### config.mk
export PLATFORM = sky130hd
export DESIGN_NAME = rlc_lane_regs
export DESIGN_NICKNAME = d
export VERILOG_FILES = /design/src/verilog/rlc_pkg.sv /design/src/verilog/rlc_lane_regs.sv
export SDC_FILE = /design/constraint.sdc
export NUM_CORES = 1
export LEC_CHECK = 0
export BUFFER_PORTS_ARGS = -buffer_cell sky130_fd_sc_hd__buf_2
export CAP_MARGIN = 20
export CELL_PAD_IN_SITES_DETAIL_PLACEMENT = 1
export CELL_PAD_IN_SITES_GLOBAL_PLACEMENT = 1
export CORE_MARGIN = 2
export CORE_UTILIZATION = 44
export CTS_CLUSTER_SIZE = 12
export DETAILED_ROUTE_END_ITERATION = 8
export PLACE_DENSITY_LB_ADDON = 0.1
export SETUP_SLACK_MARGIN = 0.5
export SYNTH_ARGS = -nofsm -noshare
export SYNTH_HDL_FRONTEND = slang
export SYNTH_SLANG_ARGS = --single-unit
export TNS_END_PERCENT = 5
### constraint.sdc
create_clock -name sys_clk_i -period 2.63 [get_ports sys_clk_i]
set_input_delay 0 -clock sys_clk_i [delete_from_list [all_inputs] [get_ports sys_clk_i]]
set_output_delay 0 -clock sys_clk_i [all_outputs]
set_load 0.005 [all_outputs]
### src/verilog/rlc_pkg.sv
package rlc_pkg;

    // Byte offsets of the lane slice and the shared control register.
    localparam logic [7:0] RLC_OFS_DETECT_OVR = 8'h22;
    localparam logic [7:0] RLC_OFS_MUTE_DETECT = 8'h23;
    localparam logic [7:0] RLC_OFS_INPUT_BOOST = 8'h24;
    localparam logic [7:0] RLC_OFS_OUTPUT_SWING = 8'h25;
    localparam logic [7:0] RLC_OFS_EMPH_STATUS = 8'h26;
    localparam logic [7:0] RLC_OFS_IDLE_THRESH = 8'h27;
    localparam logic [7:0] RLC_OFS_SHARED_DETECT = 8'h28;
    localparam logic [7:0] RLC_OFS_SPARE = 8'h29;

    // Reset values.
    localparam logic [7:0] RLC_RST_DETECT_OVR = 8'h00;
    localparam logic [7:0] RLC_RST_MUTE_DETECT = 8'h00;
    localparam logic [7:0] RLC_RST_INPUT_BOOST = 8'h2f;
    localparam logic [7:0] RLC_RST_OUTPUT_SWING = 8'had;
    localparam logic [7:0] RLC_RST_EMPH_STATUS = 8'h02;
    localparam logic [7:0] RLC_RST_IDLE_THRESH = 8'h00;
    localparam logic [7:0] RLC_RST_SHARED_DETECT = 8'h0c;
    localparam logic [7:0] RLC_RST_SPARE = 8'h00;
    localparam logic [7:0] RLC_ZERO_BYTE = 8'h00;

    // Field positions.
    localparam int RLC_BIT_FORCE_OFF = 2;
    localparam int RLC_BIT_FORCE_ON = 1;
    localparam int RLC_BIT_MUTE_MANUAL_EN = 5;
    localparam int RLC_BIT_MUTE_MANUAL = 4;
    localparam int RLC_POS_POLICY = 2;
    localparam int RLC_BIT_SHORT_PROT = 7;
    localparam int RLC_BIT_GEN12 = 6;
    localparam int RLC_POS_LEVEL = 0;
    localparam int RLC_BIT_FOUND = 7;
    localparam int RLC_POS_RATE = 5;
    localparam int RLC_POS_ASSERT_TH = 2;
    localparam int RLC_POS_DEASSERT_TH = 0;
    localparam int RLC_POS_HIGH_THR = 4;
    localparam int RLC_POS_FAST_OOB = 2;
    localparam int RLC_POS_GAIN_RED = 0;
    // Only the de-emphasis code and the reserved pair above it are writable.
    localparam logic [7:0] RLC_EMPH_WR_MASK = 8'h1f;

    // Receiver probe policy codes.
    localparam logic [1:0] RLC_POL_HIGH_Z = 2'h0;
    localparam logic [1:0] RLC_POL_PROBE_WINDOW = 2'h1;
    localparam logic [1:0] RLC_POL_PROBE_FOREVER = 2'h2;
    localparam logic [1:0] RLC_POL_TERM_50 = 2'h3;
    localparam logic [1:0] RLC_RATE_NO_MEANING = 2'h0;

    // Probe timing derived from the clock rate.
    localparam int RLC_CLK_FREQ_HZ = 25_000_000;
    localparam int RLC_PROBE_PERIOD_MS = 12;
    localparam int RLC_PROBE_WINDOW_MS = 600;
    localparam int RLC_PROBE_CYCLES = RLC_PROBE_PERIOD_MS * (RLC_CLK_FREQ_HZ / 1000);
    localparam int RLC_PROBE_ATTEMPTS = RLC_PROBE_WINDOW_MS / RLC_PROBE_PERIOD_MS;
    localparam int RLC_TIMER_W = 24;
    localparam int RLC_ATTEMPT_W = 6;

    // One-hot probe sequencer states.
    typedef enum logic [3:0] {
        PR_HOLD = 4'h1,
        PR_PROBE = 4'h2,
        PR_FOUND = 4'h4,
        PR_STOP = 4'h8
    } rlc_probe_e;

    // Register access from the serial management engine.
    typedef struct packed {
        logic wr;
        logic rd;
        logic [7:0] addr;
        logic [7:0] wdata;
    } rlc_bus_req_s;

    // Byte delivered by the configuration memory loader.
    typedef struct packed {
        logic valid;
        logic [7:0] addr;
        logic [7:0] data;
    } rlc_load_s;

    // Settings presented to the lane's analog front end.
    typedef struct packed {
        logic [7:0] input_boost_level;
        logic [2:0] output_swing_level;
        logic short_prot_en;
        logic gen12_mode;
        logic [2:0] deemphasis_level;
        logic [1:0] idle_assert_th;
        logic [1:0] idle_deassert_th;
    } rlc_lane_cfg_s;

    // Group-wide signal-detect settings, index 1 is lanes 0-3, index 0 lanes 4-7.
    typedef struct packed {
        logic [1:0] high_thr_en;
        logic [1:0] fast_oob_en;
        logic [1:0] detect_gain_reduce;
    } rlc_shared_cfg_s;

    // Whole state of the register slice.
    typedef struct packed {
        logic [7:0] detect_ovr;
        logic [7:0] mute_detect;
        logic [7:0] boost;
        logic [7:0] swing;
        logic [7:0] emph;
        logic [7:0] thresh;
        logic [7:0] shared;
        logic [7:0] spare;
        logic own_policy;
        logic own_rate;
        logic own_thresh;
        rlc_probe_e probe_st;
        logic [1:0] last_policy;
        logic [RLC_TIMER_W-1:0] timer;
        logic [RLC_ATTEMPT_W-1:0] attempts;
        logic found;
        logic probe_pulse;
        logic [7:0] rd_data;
        logic rd_valid;
    } rlc_state_s;

endpackage : rlc_pkg

### src/verilog/rlc_lane_regs.sv
`timescale 1ns/1ps

// Function
// RULE1: Manual-enable bit selects manual or automatic muting.
// RULE2: Manual mute bit forces idle or active.
// RULE3: Policy 00 high impedance, 11 fixed termination.
// RULE4: Policy 01 probes 50 times, then stops.
// RULE5: Policy 10 probes every period until found.
// RULE6: Automatic policies terminate only after detection.
// RULE7: Register policy overrides the policy strap pin.
// RULE8: Eight-bit input boost, reset value 2f.
// RULE9: Swing bit 7 enables short-circuit protection.
// RULE10: Swing bit 6 selects rate class, overrides pin.
// RULE11: Software keeps swing bits 5:3 at 101.
// RULE12: Three-bit swing code, default 101.
// RULE13: Status bit 7 reports receiver found.
// RULE14: Status bits 6:5 report detected rate.
// RULE15: Rate status meaningful only in automatic strap.
// RULE16: Three-bit de-emphasis code, default 010.
// RULE17: Two-bit assert threshold code, default 00.
// RULE18: Two-bit deassert threshold code, default 00.
// RULE19: Register thresholds override the threshold strap pin.
// RULE20: Shared bits 5 and 4 raise threshold range.
// RULE21: Shared bits 3 and 2 enable fast idle.
// RULE22: Shared bits 1 and 0 reduce detect gain.
// RULE23: Software writes reserved bits as zero.
// RULE24: Memory loader fills registers before management writes.
// RULE25: Per-lane force-off and force-on detect bits.
module rlc_lane_regs
    import rlc_pkg::*;
#(
    parameter int PROBE_CYCLES = RLC_PROBE_CYCLES,
    parameter int PROBE_ATTEMPTS = RLC_PROBE_ATTEMPTS
) (
    input wire logic sys_clk_i,
    input wire logic arst_n_i,
    input wire rlc_bus_req_s bus_req_i,
    output logic [7:0] bus_rdata_o,
    output logic bus_rvalid_o,
    input wire logic cfg_load_mode_i,
    input wire rlc_load_s load_i,
    input wire logic load_done_i,
    input wire logic [1:0] receiver_probe_strap_i,
    input wire logic rate_pin_gen12_i,
    input wire logic rate_pin_auto_i,
    input wire logic [1:0] threshold_strap_pin_i,
    input wire logic auto_idle_i,
    input wire logic rx_present_i,
    input wire logic [1:0] detected_rate_i,
    input wire logic raw_detect_i,
    output logic mute_o,
    output logic term_50_o,
    output logic probe_o,
    output logic receiver_found_flag_o,
    output logic sig_detect_o,
    output logic detect_force_off_o,
    output logic detect_force_on_o,
    output rlc_lane_cfg_s lane_cfg_o,
    output rlc_shared_cfg_s shared_cfg_o
);

    // Registered state and its next value.
    rlc_state_s st;
    rlc_state_s next_st;
    // Policy in force after the register-over-strap choice.
    logic [1:0] eff_policy;
    // Management writes are held off while the loader still owns the registers.
    logic smbus_blocked;
    // Helper for the probe spacing check.
    logic [RLC_TIMER_W:0] gap_cnt;

    // Storing a byte: shared by the loader and the management engine.
    function automatic rlc_state_s apply_write(input rlc_state_s s, input logic [7:0] addr,
                                               input logic [7:0] data);
        rlc_state_s r;
        r = s;
        if (addr == RLC_OFS_DETECT_OVR) begin
            r.detect_ovr = data;
        end else if (addr == RLC_OFS_MUTE_DETECT) begin
            r.mute_detect = data;
            r.own_policy = 1'b1; // RULE7
        end else if (addr == RLC_OFS_INPUT_BOOST) begin
            r.boost = data; // RULE8
        end else if (addr == RLC_OFS_OUTPUT_SWING) begin
            // Bits 5:3 are stored as written; software must keep them at 101.
            r.swing = data; // RULE11
            r.own_rate = 1'b1; // RULE10
        end else if (addr == RLC_OFS_EMPH_STATUS) begin
            r.emph = data & RLC_EMPH_WR_MASK;
        end else if (addr == RLC_OFS_IDLE_THRESH) begin
            r.thresh = data;
            r.own_thresh = 1'b1; // RULE19
        end else if (addr == RLC_OFS_SHARED_DETECT) begin
            r.shared = data;
        end else if (addr == RLC_OFS_SPARE) begin
            r.spare = data;
        end
        return r;
    endfunction : apply_write

    // Read mux; an unmapped offset answers zero.
    function automatic logic [7:0] read_byte(input rlc_state_s s, input logic [7:0] addr,
                                             input logic [1:0] rate);
        logic [7:0] d;
        d = RLC_ZERO_BYTE;
        if (addr == RLC_OFS_DETECT_OVR) begin
            d = s.detect_ovr;
        end else if (addr == RLC_OFS_MUTE_DETECT) begin
            d = s.mute_detect;
        end else if (addr == RLC_OFS_INPUT_BOOST) begin
            d = s.boost;
        end else if (addr == RLC_OFS_OUTPUT_SWING) begin
            d = s.swing;
        end else if (addr == RLC_OFS_EMPH_STATUS) begin
            d = s.emph;
            d[RLC_BIT_FOUND] = s.found; // RULE13
            d[RLC_POS_RATE+:2] = rate; // RULE14
        end else if (addr == RLC_OFS_IDLE_THRESH) begin
            d = s.thresh;
        end else if (addr == RLC_OFS_SHARED_DETECT) begin
            d = s.shared;
        end else if (addr == RLC_OFS_SPARE) begin
            d = s.spare;
        end
        return d;
    endfunction : read_byte

    // Reset image of the whole state.
    localparam rlc_state_s ST_RESET = '{
        detect_ovr: RLC_RST_DETECT_OVR,
        mute_detect: RLC_RST_MUTE_DETECT,
        boost: RLC_RST_INPUT_BOOST,
        swing: RLC_RST_OUTPUT_SWING,
        emph: RLC_RST_EMPH_STATUS,
        thresh: RLC_RST_IDLE_THRESH,
        shared: RLC_RST_SHARED_DETECT,
        spare: RLC_RST_SPARE,
        own_policy: 1'b0,
        own_rate: 1'b0,
        own_thresh: 1'b0,
        probe_st: PR_HOLD,
        last_policy: RLC_POL_HIGH_Z,
        timer: '0,
        attempts: '0,
        found: 1'b0,
        probe_pulse: 1'b0,
        rd_data: RLC_ZERO_BYTE,
        rd_valid: 1'b0
    };

    // Until software or the loader writes the policy, the strap pin rules.
    assign eff_policy = st.own_policy ? st.mute_detect[RLC_POS_POLICY+:2]
                                      : receiver_probe_strap_i; // RULE7
    // Load mode keeps management writes off until the loader reports done.
    assign smbus_blocked = cfg_load_mode_i & ~load_done_i; // RULE24

    // Next-state logic: register writes, reads and the probe sequencer.
    always_comb begin
        next_st = st;
        next_st.probe_pulse = 1'b0;
        next_st.rd_valid = 1'b0;
        // Loader bytes land only in load mode; management bytes only when not blocked.
        if (cfg_load_mode_i && load_i.valid) begin
            next_st = apply_write(next_st, load_i.addr, load_i.data); // RULE24
        end
        if (bus_req_i.wr && !smbus_blocked) begin
            next_st = apply_write(next_st, bus_req_i.addr, bus_req_i.wdata);
        end
        // Reads are answered one cycle later from a flop.
        if (bus_req_i.rd) begin
            next_st.rd_valid = 1'b1;
            next_st.rd_data = read_byte(st, bus_req_i.addr,
                                        rate_pin_auto_i ? detected_rate_i
                                                        : RLC_RATE_NO_MEANING); // RULE15
        end
        next_st.last_policy = eff_policy;
        // A policy change restarts detection from scratch.
        if (eff_policy != st.last_policy) begin
            next_st.found = 1'b0;
            next_st.attempts = '0;
            next_st.timer = RLC_TIMER_W'(PROBE_CYCLES - 1);
            if (eff_policy == RLC_POL_PROBE_WINDOW || eff_policy == RLC_POL_PROBE_FOREVER) begin
                next_st.probe_st = PR_PROBE;
            end else begin
                next_st.probe_st = PR_HOLD; // RULE3
            end
        end else begin
            case (st.probe_st)
                // Static policies: nothing to time.
                PR_HOLD: begin
                    next_st.found = 1'b0;
                end
                // Count one period, then fire a probe and sample the answer.
                PR_PROBE: begin
                    if (st.timer != '0) begin
                        next_st.timer = st.timer - 1'b1;
                    end else begin
                        next_st.timer = RLC_TIMER_W'(PROBE_CYCLES - 1);
                        next_st.probe_pulse = 1'b1; // RULE5
                        next_st.attempts = st.attempts + 1'b1;
                    end
                    // The far end answers while the pulse stands, not before it goes out.
                    if (st.probe_pulse) begin
                        if (rx_present_i) begin
                            next_st.found = 1'b1; // RULE6
                            next_st.probe_st = PR_FOUND;
                        end else if (eff_policy == RLC_POL_PROBE_WINDOW &&
                                     st.attempts == RLC_ATTEMPT_W'(PROBE_ATTEMPTS)) begin
                            next_st.probe_st = PR_STOP; // RULE4
                        end
                    end
                end
                // Receiver seen: termination stays on.
                PR_FOUND: begin
                    next_st.found = 1'b1;
                end
                // Window used up without a receiver; only a policy change restarts.
                PR_STOP: begin
                    next_st.found = 1'b0;
                end
                default: begin
                    next_st.probe_st = PR_HOLD;
                end
            endcase
        end
    end

    // State register.
    always_ff @(posedge sys_clk_i or negedge arst_n_i) begin
        if (!arst_n_i) begin
            st <= ST_RESET;
        end else begin
            st <= next_st;
        end
    end

    // Read answer.
    assign bus_rdata_o = st.rd_data;
    assign bus_rvalid_o = st.rd_valid;

    // Manual control wins only when enabled; otherwise the idle detector decides.
    assign mute_o = st.mute_detect[RLC_BIT_MUTE_MANUAL_EN] ? st.mute_detect[RLC_BIT_MUTE_MANUAL]
                                                           : auto_idle_i; // RULE1 RULE2
    // Termination: fixed by policy 11, or after a successful probe.
    assign term_50_o = (eff_policy == RLC_POL_TERM_50) ||
                       (st.probe_st == PR_FOUND); // RULE3 RULE6
    assign probe_o = st.probe_pulse;
    assign receiver_found_flag_o = st.found; // RULE13

    // Detect override: forcing off beats forcing on when both are set.
    assign detect_force_off_o = st.detect_ovr[RLC_BIT_FORCE_OFF]; // RULE25
    assign detect_force_on_o = st.detect_ovr[RLC_BIT_FORCE_ON];
    assign sig_detect_o = detect_force_off_o ? 1'b0 : (detect_force_on_o | raw_detect_i);

    // Analog settings from the stored fields, straps where not yet owned.
    always_comb begin
        lane_cfg_o.input_boost_level = st.boost; // RULE8
        lane_cfg_o.output_swing_level = st.swing[RLC_POS_LEVEL+:3]; // RULE12
        lane_cfg_o.short_prot_en = st.swing[RLC_BIT_SHORT_PROT]; // RULE9
        lane_cfg_o.gen12_mode = st.own_rate ? st.swing[RLC_BIT_GEN12]
                                            : rate_pin_gen12_i; // RULE10
        lane_cfg_o.deemphasis_level = st.emph[RLC_POS_LEVEL+:3]; // RULE16
        lane_cfg_o.idle_assert_th = st.own_thresh ? st.thresh[RLC_POS_ASSERT_TH+:2]
                                                  : threshold_strap_pin_i; // RULE17 RULE19
        lane_cfg_o.idle_deassert_th = st.own_thresh ? st.thresh[RLC_POS_DEASSERT_TH+:2]
                                                    : threshold_strap_pin_i; // RULE18
        shared_cfg_o.high_thr_en = st.shared[RLC_POS_HIGH_THR+:2]; // RULE20
        shared_cfg_o.fast_oob_en = st.shared[RLC_POS_FAST_OOB+:2]; // RULE21
        shared_cfg_o.detect_gain_reduce = st.shared[RLC_POS_GAIN_RED+:2]; // RULE22
    end

    // Cycles since the last probe while probing; read only by a check below.
    always_ff @(posedge sys_clk_i or negedge arst_n_i) begin
        if (!arst_n_i) begin
            gap_cnt <= '0;
        end else if (probe_o || st.probe_st != PR_PROBE) begin
            gap_cnt <= '0;
        end else begin
            gap_cnt <= gap_cnt + 1'b1;
        end
    end
endmodule : rlc_lane_regs

Yosys cells after proc, flatten, opt, wreduce, memory -nomap -nowiden
Index checks and enable logic that the tools add are counted.
{"block": "word_totals", "ff_bits": 114, "out_inout_bits": 42, "word_cells": 136}
{"block": "classes", "add_sub_neg": 2, "n_eq_ne": 25, "n_mux": 78, "bitwise_logic": 3, "n_reduce_logical": 9}
{"cell": "114-bit two-way mux", "count": 2}
{"cell": "8-bit two-way mux", "count": 26}
{"cell": "8-bit by 6-bit == test with 1-bit output (second input constant)", "count": 16}
{"cell": "59-bit two-way mux", "count": 2}
{"cell": "48-bit two-way mux", "count": 2}
{"cell": "40-bit two-way mux", "count": 2}
{"cell": "24-bit two-way mux", "count": 3}
{"cell": "32-bit two-way mux", "count": 2}
{"cell": "16-bit two-way mux", "count": 2}
{"cell": "31-bit two-way mux", "count": 1}
{"cell": "30-bit two-way mux", "count": 1}
{"cell": "24-bit nonzero test", "count": 1}
{"cell": "24-bit by 1-bit subtractor with 24-bit output (second input constant)", "count": 1}
{"cell": "1-bit two-way mux", "count": 18}
{"cell": "2-bit two-way mux", "count": 9}
{"cell": "4-bit two-way mux", "count": 4}
{"cell": "9-bit two-way mux", "count": 1}
{"cell": "4-bit case mux with 2 select lines", "count": 1}
{"cell": "6-bit by 1-bit adder with 6-bit output (second input constant)", "count": 1}
{"cell": "6-bit == test (second input constant)", "count": 1}
{"cell": "6-bit two-way mux", "count": 1}
{"cell": "2-bit == test (second input constant)", "count": 2}
{"cell": "4-bit by 1-bit == test with 1-bit output (second input constant)", "count": 1}
{"cell": "4-bit by 2-bit == test with 1-bit output (second input constant)", "count": 1}
{"cell": "other kinds (13)", "count": 16}

Logic depth before layout (Yosys ltp)
{"block": "depth", "depth_word": 24, "mapped_depth": 9, "ltp_nobuf": 7}

Worst setup path after synthesis
OpenSTA, ideal clock, no wires.
{"block": "synth_timing", "path_type": "register -> register", "start": "reg st[17] (netlist name)", "end": "reg st[16] (netlist name)", "setup_ns": 0.078, "t_arrival_ns": 2.107, "slack_ns": 0.445, "path_stages_with_launch": 8, "period_less_slack_ns": 2.185, "path_cell_list": "dfrtp_1 > inv_1 > ha_1 > nor4b_1 > nand4b_1 > nor4_1 > or3b_2 > a21oi_1"}
{"block": "synth_between", "elab_chain_len": 4}
{"element": "start: declaration", "line": "rlc_lane_regs.sv:63", "source": "rlc_state_s st;"}
{"element": "start signal: assignment", "line": "rlc_lane_regs.sv:233", "source": "st <= next_st;"}
{"element": "24-bit nonzero test", "line": "rlc_lane_regs.sv:195", "source": "if (st.timer != '0) begin"}
{"element": "6-bit two-way mux", "line": "rlc_lane_regs.sv:195"}
{"element": "30-bit two-way mux", "line": "rlc_lane_regs.sv:188", "source": "case (st.probe_st)"}
{"element": "31-bit two-way mux", "line": "rlc_lane_regs.sv:178", "source": "if (eff_policy != st.last_policy) begin"}
Every way passes these cells.

Final worst setup path
Ends and elaborated chain as after synthesis.

==> impl_metrics.ini <==
[outcome]
status = completed

[floorplanning]
die_y_um = 126.9
rows = 44
start_util_pct = 45.38
dieArea_um2 = 16100
num_io_pins = 92
fp.dieW_um = 126.9
core_area_um2 = 14640

[global_route]
grtUsageTotal_pct = 27.00
grt_max_degree = 53
grt_pass1_wl_um = 33790
grt-ovfl-total = 0
grt_antenna_before_repair = 0
grt_pass1_vias = 6058

[sta]
setup_viol = 0
setup_tns_ns = 0
period_needed_ns = 2.082
max-slew-margin-rel_pct = 57.07
worst_hold_slack_ns = 0.01902
fin_crit_sh_pct = 79.16
setup_ws_ns = 0.5480
finalHoldViolCount = 0
report.final.slew_viol_count = 0
clock_skew_ns = 0.005801
worstMarginPinSlew_ns = 0.6440
fmax_mhz = 480.3
rsz0062_at_grt = yes

[power_and_ir_drop]
powerDensity_nw_per_um2 = 523.6
p_leak_nw = 3.481
irDropWorstVdd_v = 0.0003665
power_mw = 4.085

[logic_synthesis]
synth_cell_types = 64
syn_inst = 732
syn_avg_cell_area_um2 = 9.078
syn_area_um2 = 6645
synth-edff-count = 0
synth_seq_cells = 111
async_flop_share_pct = 100.0
ys_seq_area_share_pct = 42.06
ys_warn_count = 0
synth_fp_nets = 788
ys.flop_type = dfrtp_1

[place]
dp_cells = 965
io_buffers = 91
place_ws_ns = 0.1852
dp_hpwl_um = 15140
dpl_cell_area_um2 = 7177
gp_congestion = 0.9350

[layout]
layout_common_cells = nand2_1, dfrtp_1, buf_2
drive_gt1_share_pct = 26.42
num-nets-final = 876
antenna_cells = 0
area_delta_synth_final_pct = 17.40
final_util_pct = 53.27
final_cells = 1009
final_common_cell = nand2_1
fin_area_um2 = 7801

[cts]
clkTransAtPathRegs_ns = 0.08
cts_root_buffer = clkbuf_16
clock_sink_count = 111
cts_tree = done
cts_buffer_depth = 2
clk_latency_ns = 0.36
cts_buffers = 9
htree_num_levels = 3

[routing]
avgRoutedWirePerCell_um = 21.34
antenna_left = 0
drc = 0
drt_first_pass_iters = 4
detail_route.iter0.violations = 335
vias = 5905
avgViaCountPerCell = 5.852
wl_um = 21530

[worst_hold_path]
hold_class = input port to flip-flop
hp-start = bus_req_i[2]

[setup_path]
critical_path_required_ns = 2.91
worst_ep_arrival_time_ns = 2.36
rr_startpoint = st[17]$_DFFE_PN0P_
cp-end-kind = flip-flop
crit_fanout = 5
critPathKind = flip-flop to flip-flop
crit_path_start = st[17]$_DFFE_PN0P_
cp-start-kind = flip-flop

[job]
max-cap-violations = 0
[final timing paths]
check / endpoint / slack [ns] / cells past startpoint
setup / recovery: st[16]$_DFFE_PN0P_ / 0.55 / 7
hold / removal: shared_cfg_o[2]$_DFF_PN1_ / 0.02 / 3
setup reg to reg: st[16]$_DFFE_PN0P_ / 0.55 / 7
hold reg to reg: st[48]$_DFF_PN0_ / 0.50 / 2
max in group asynchronous: lane_cfg_o[13]$_DFF_PN1_ / 1.71 / 3
min in group asynchronous: st[23]$_DFFE_PN0P_ / 0.12 / 2
[cells by family after synthesis]
kind of cell / synth area share [%]
adder cells (fa/ha/maj): 1.130
AND/OR/NAND/NOR: 21.18
buffers and inverters: 7.286
flip-flops: 42.06
XOR/XNOR: 1.450
AO/OA/AOI/OAI: 14.65
multiplexers: 12.24
[timing repair]
action	4_1_cts	5_1_grt
endpoints found under the hold margin	49	1
setup buffers	1	17
gates resized for setup	2	23
setup endpoints to repair	6	25
hold buffers	9	1
pin swaps	1	9
[sequential cells by signal, indices dropped and copies added (netlist names)]
register and cells:
shared_cfg_o 6, bus_rdata_o 8, bus_rvalid_o 1, receiver_found_flag_o 1, lane_cfg_o 15, probe_o 1, detect_force_off_o 1, st 77
detect_force_on_o 1
[power by group]
| group | internal [mW] | switching [mW] |
|---|---|---|
| clock | 0.767 | 0.655 |
| combinational | 0.305 | 0.438 |
| sequential | 1.82 | 0.0978 |
[per-layer routing]
metal	share of wire [%]	track usage (%)	wire length, µm	up-vias
met1	42	34.22	9104	2979
met4	2.7	10.80	585	0
met3	4.3	3.121	923	39
met2	51	47.12	10920	137
li1	-	-	-	2750
met5	0	0	0	-
[worst max-delay path, cell delays in order, from the launching register on]
cell and delay (ns):
dfrtp_2 0.44, inv_2 0.09, ha_4 0.15, nor4b_4 0.20
nand4b_1 0.23, nor4_2 0.32, or3b_4 0.41, a21oi_1 0.16
[synthesized netlist by cell type (5+ instances only)]
| cell type | instances | area (µm²) |
|---|---|---|
| buf_4 | 34 | 255.2 |
| o31ai_1 | 9 | 67.56 |
| a32oi_1 | 5 | 43.79 |
| buf_2 | 11 | 55.05 |
| nand4_1 | 6 | 37.54 |
| o211ai_1 | 5 | 37.54 |
| nor3_1 | 17 | 85.08 |
| xnor2_1 | 7 | 61.31 |
| mux2_2 | 10 | 112.6 |
| a21oi_1 | 35 | 175.2 |
| nor4_1 | 7 | 43.79 |
| nand3_1 | 10 | 50.05 |
| nand2b_1 | 13 | 81.33 |
| clkbuf_1 | 18 | 67.56 |
| or2_2 | 5 | 31.28 |
| ha_1 | 6 | 75.07 |
| dfrtp_1 | 97 | 2427 |
| buf_1 | 9 | 33.78 |
| mux2i_1 | 70 | 700.7 |
| o21ai_0 | 77 | 385.4 |
| nand2_1 | 100 | 375.4 |
| inv_1 | 15 | 56.30 |
| or4_1 | 10 | 75.07 |
| or3_1 | 8 | 50.05 |
| dfstp_2 | 14 | 367.9 |
| o21ai_1 | 5 | 25.02 |
| nor2_1 | 53 | 198.9 |
[cell type report]
class,instances,area [µm²]
Fill cell,1695,6843
Multi-Input combinational cell,532,3470
Sequential cell,111,2803
Timing Repair Buffer,151,949.7
Clock buffer,13,250.2
Tap cell,184,230.2
Inverter,15,56.30
Clock inverter,3,42.54
Power figures use the tool's default switching activity.
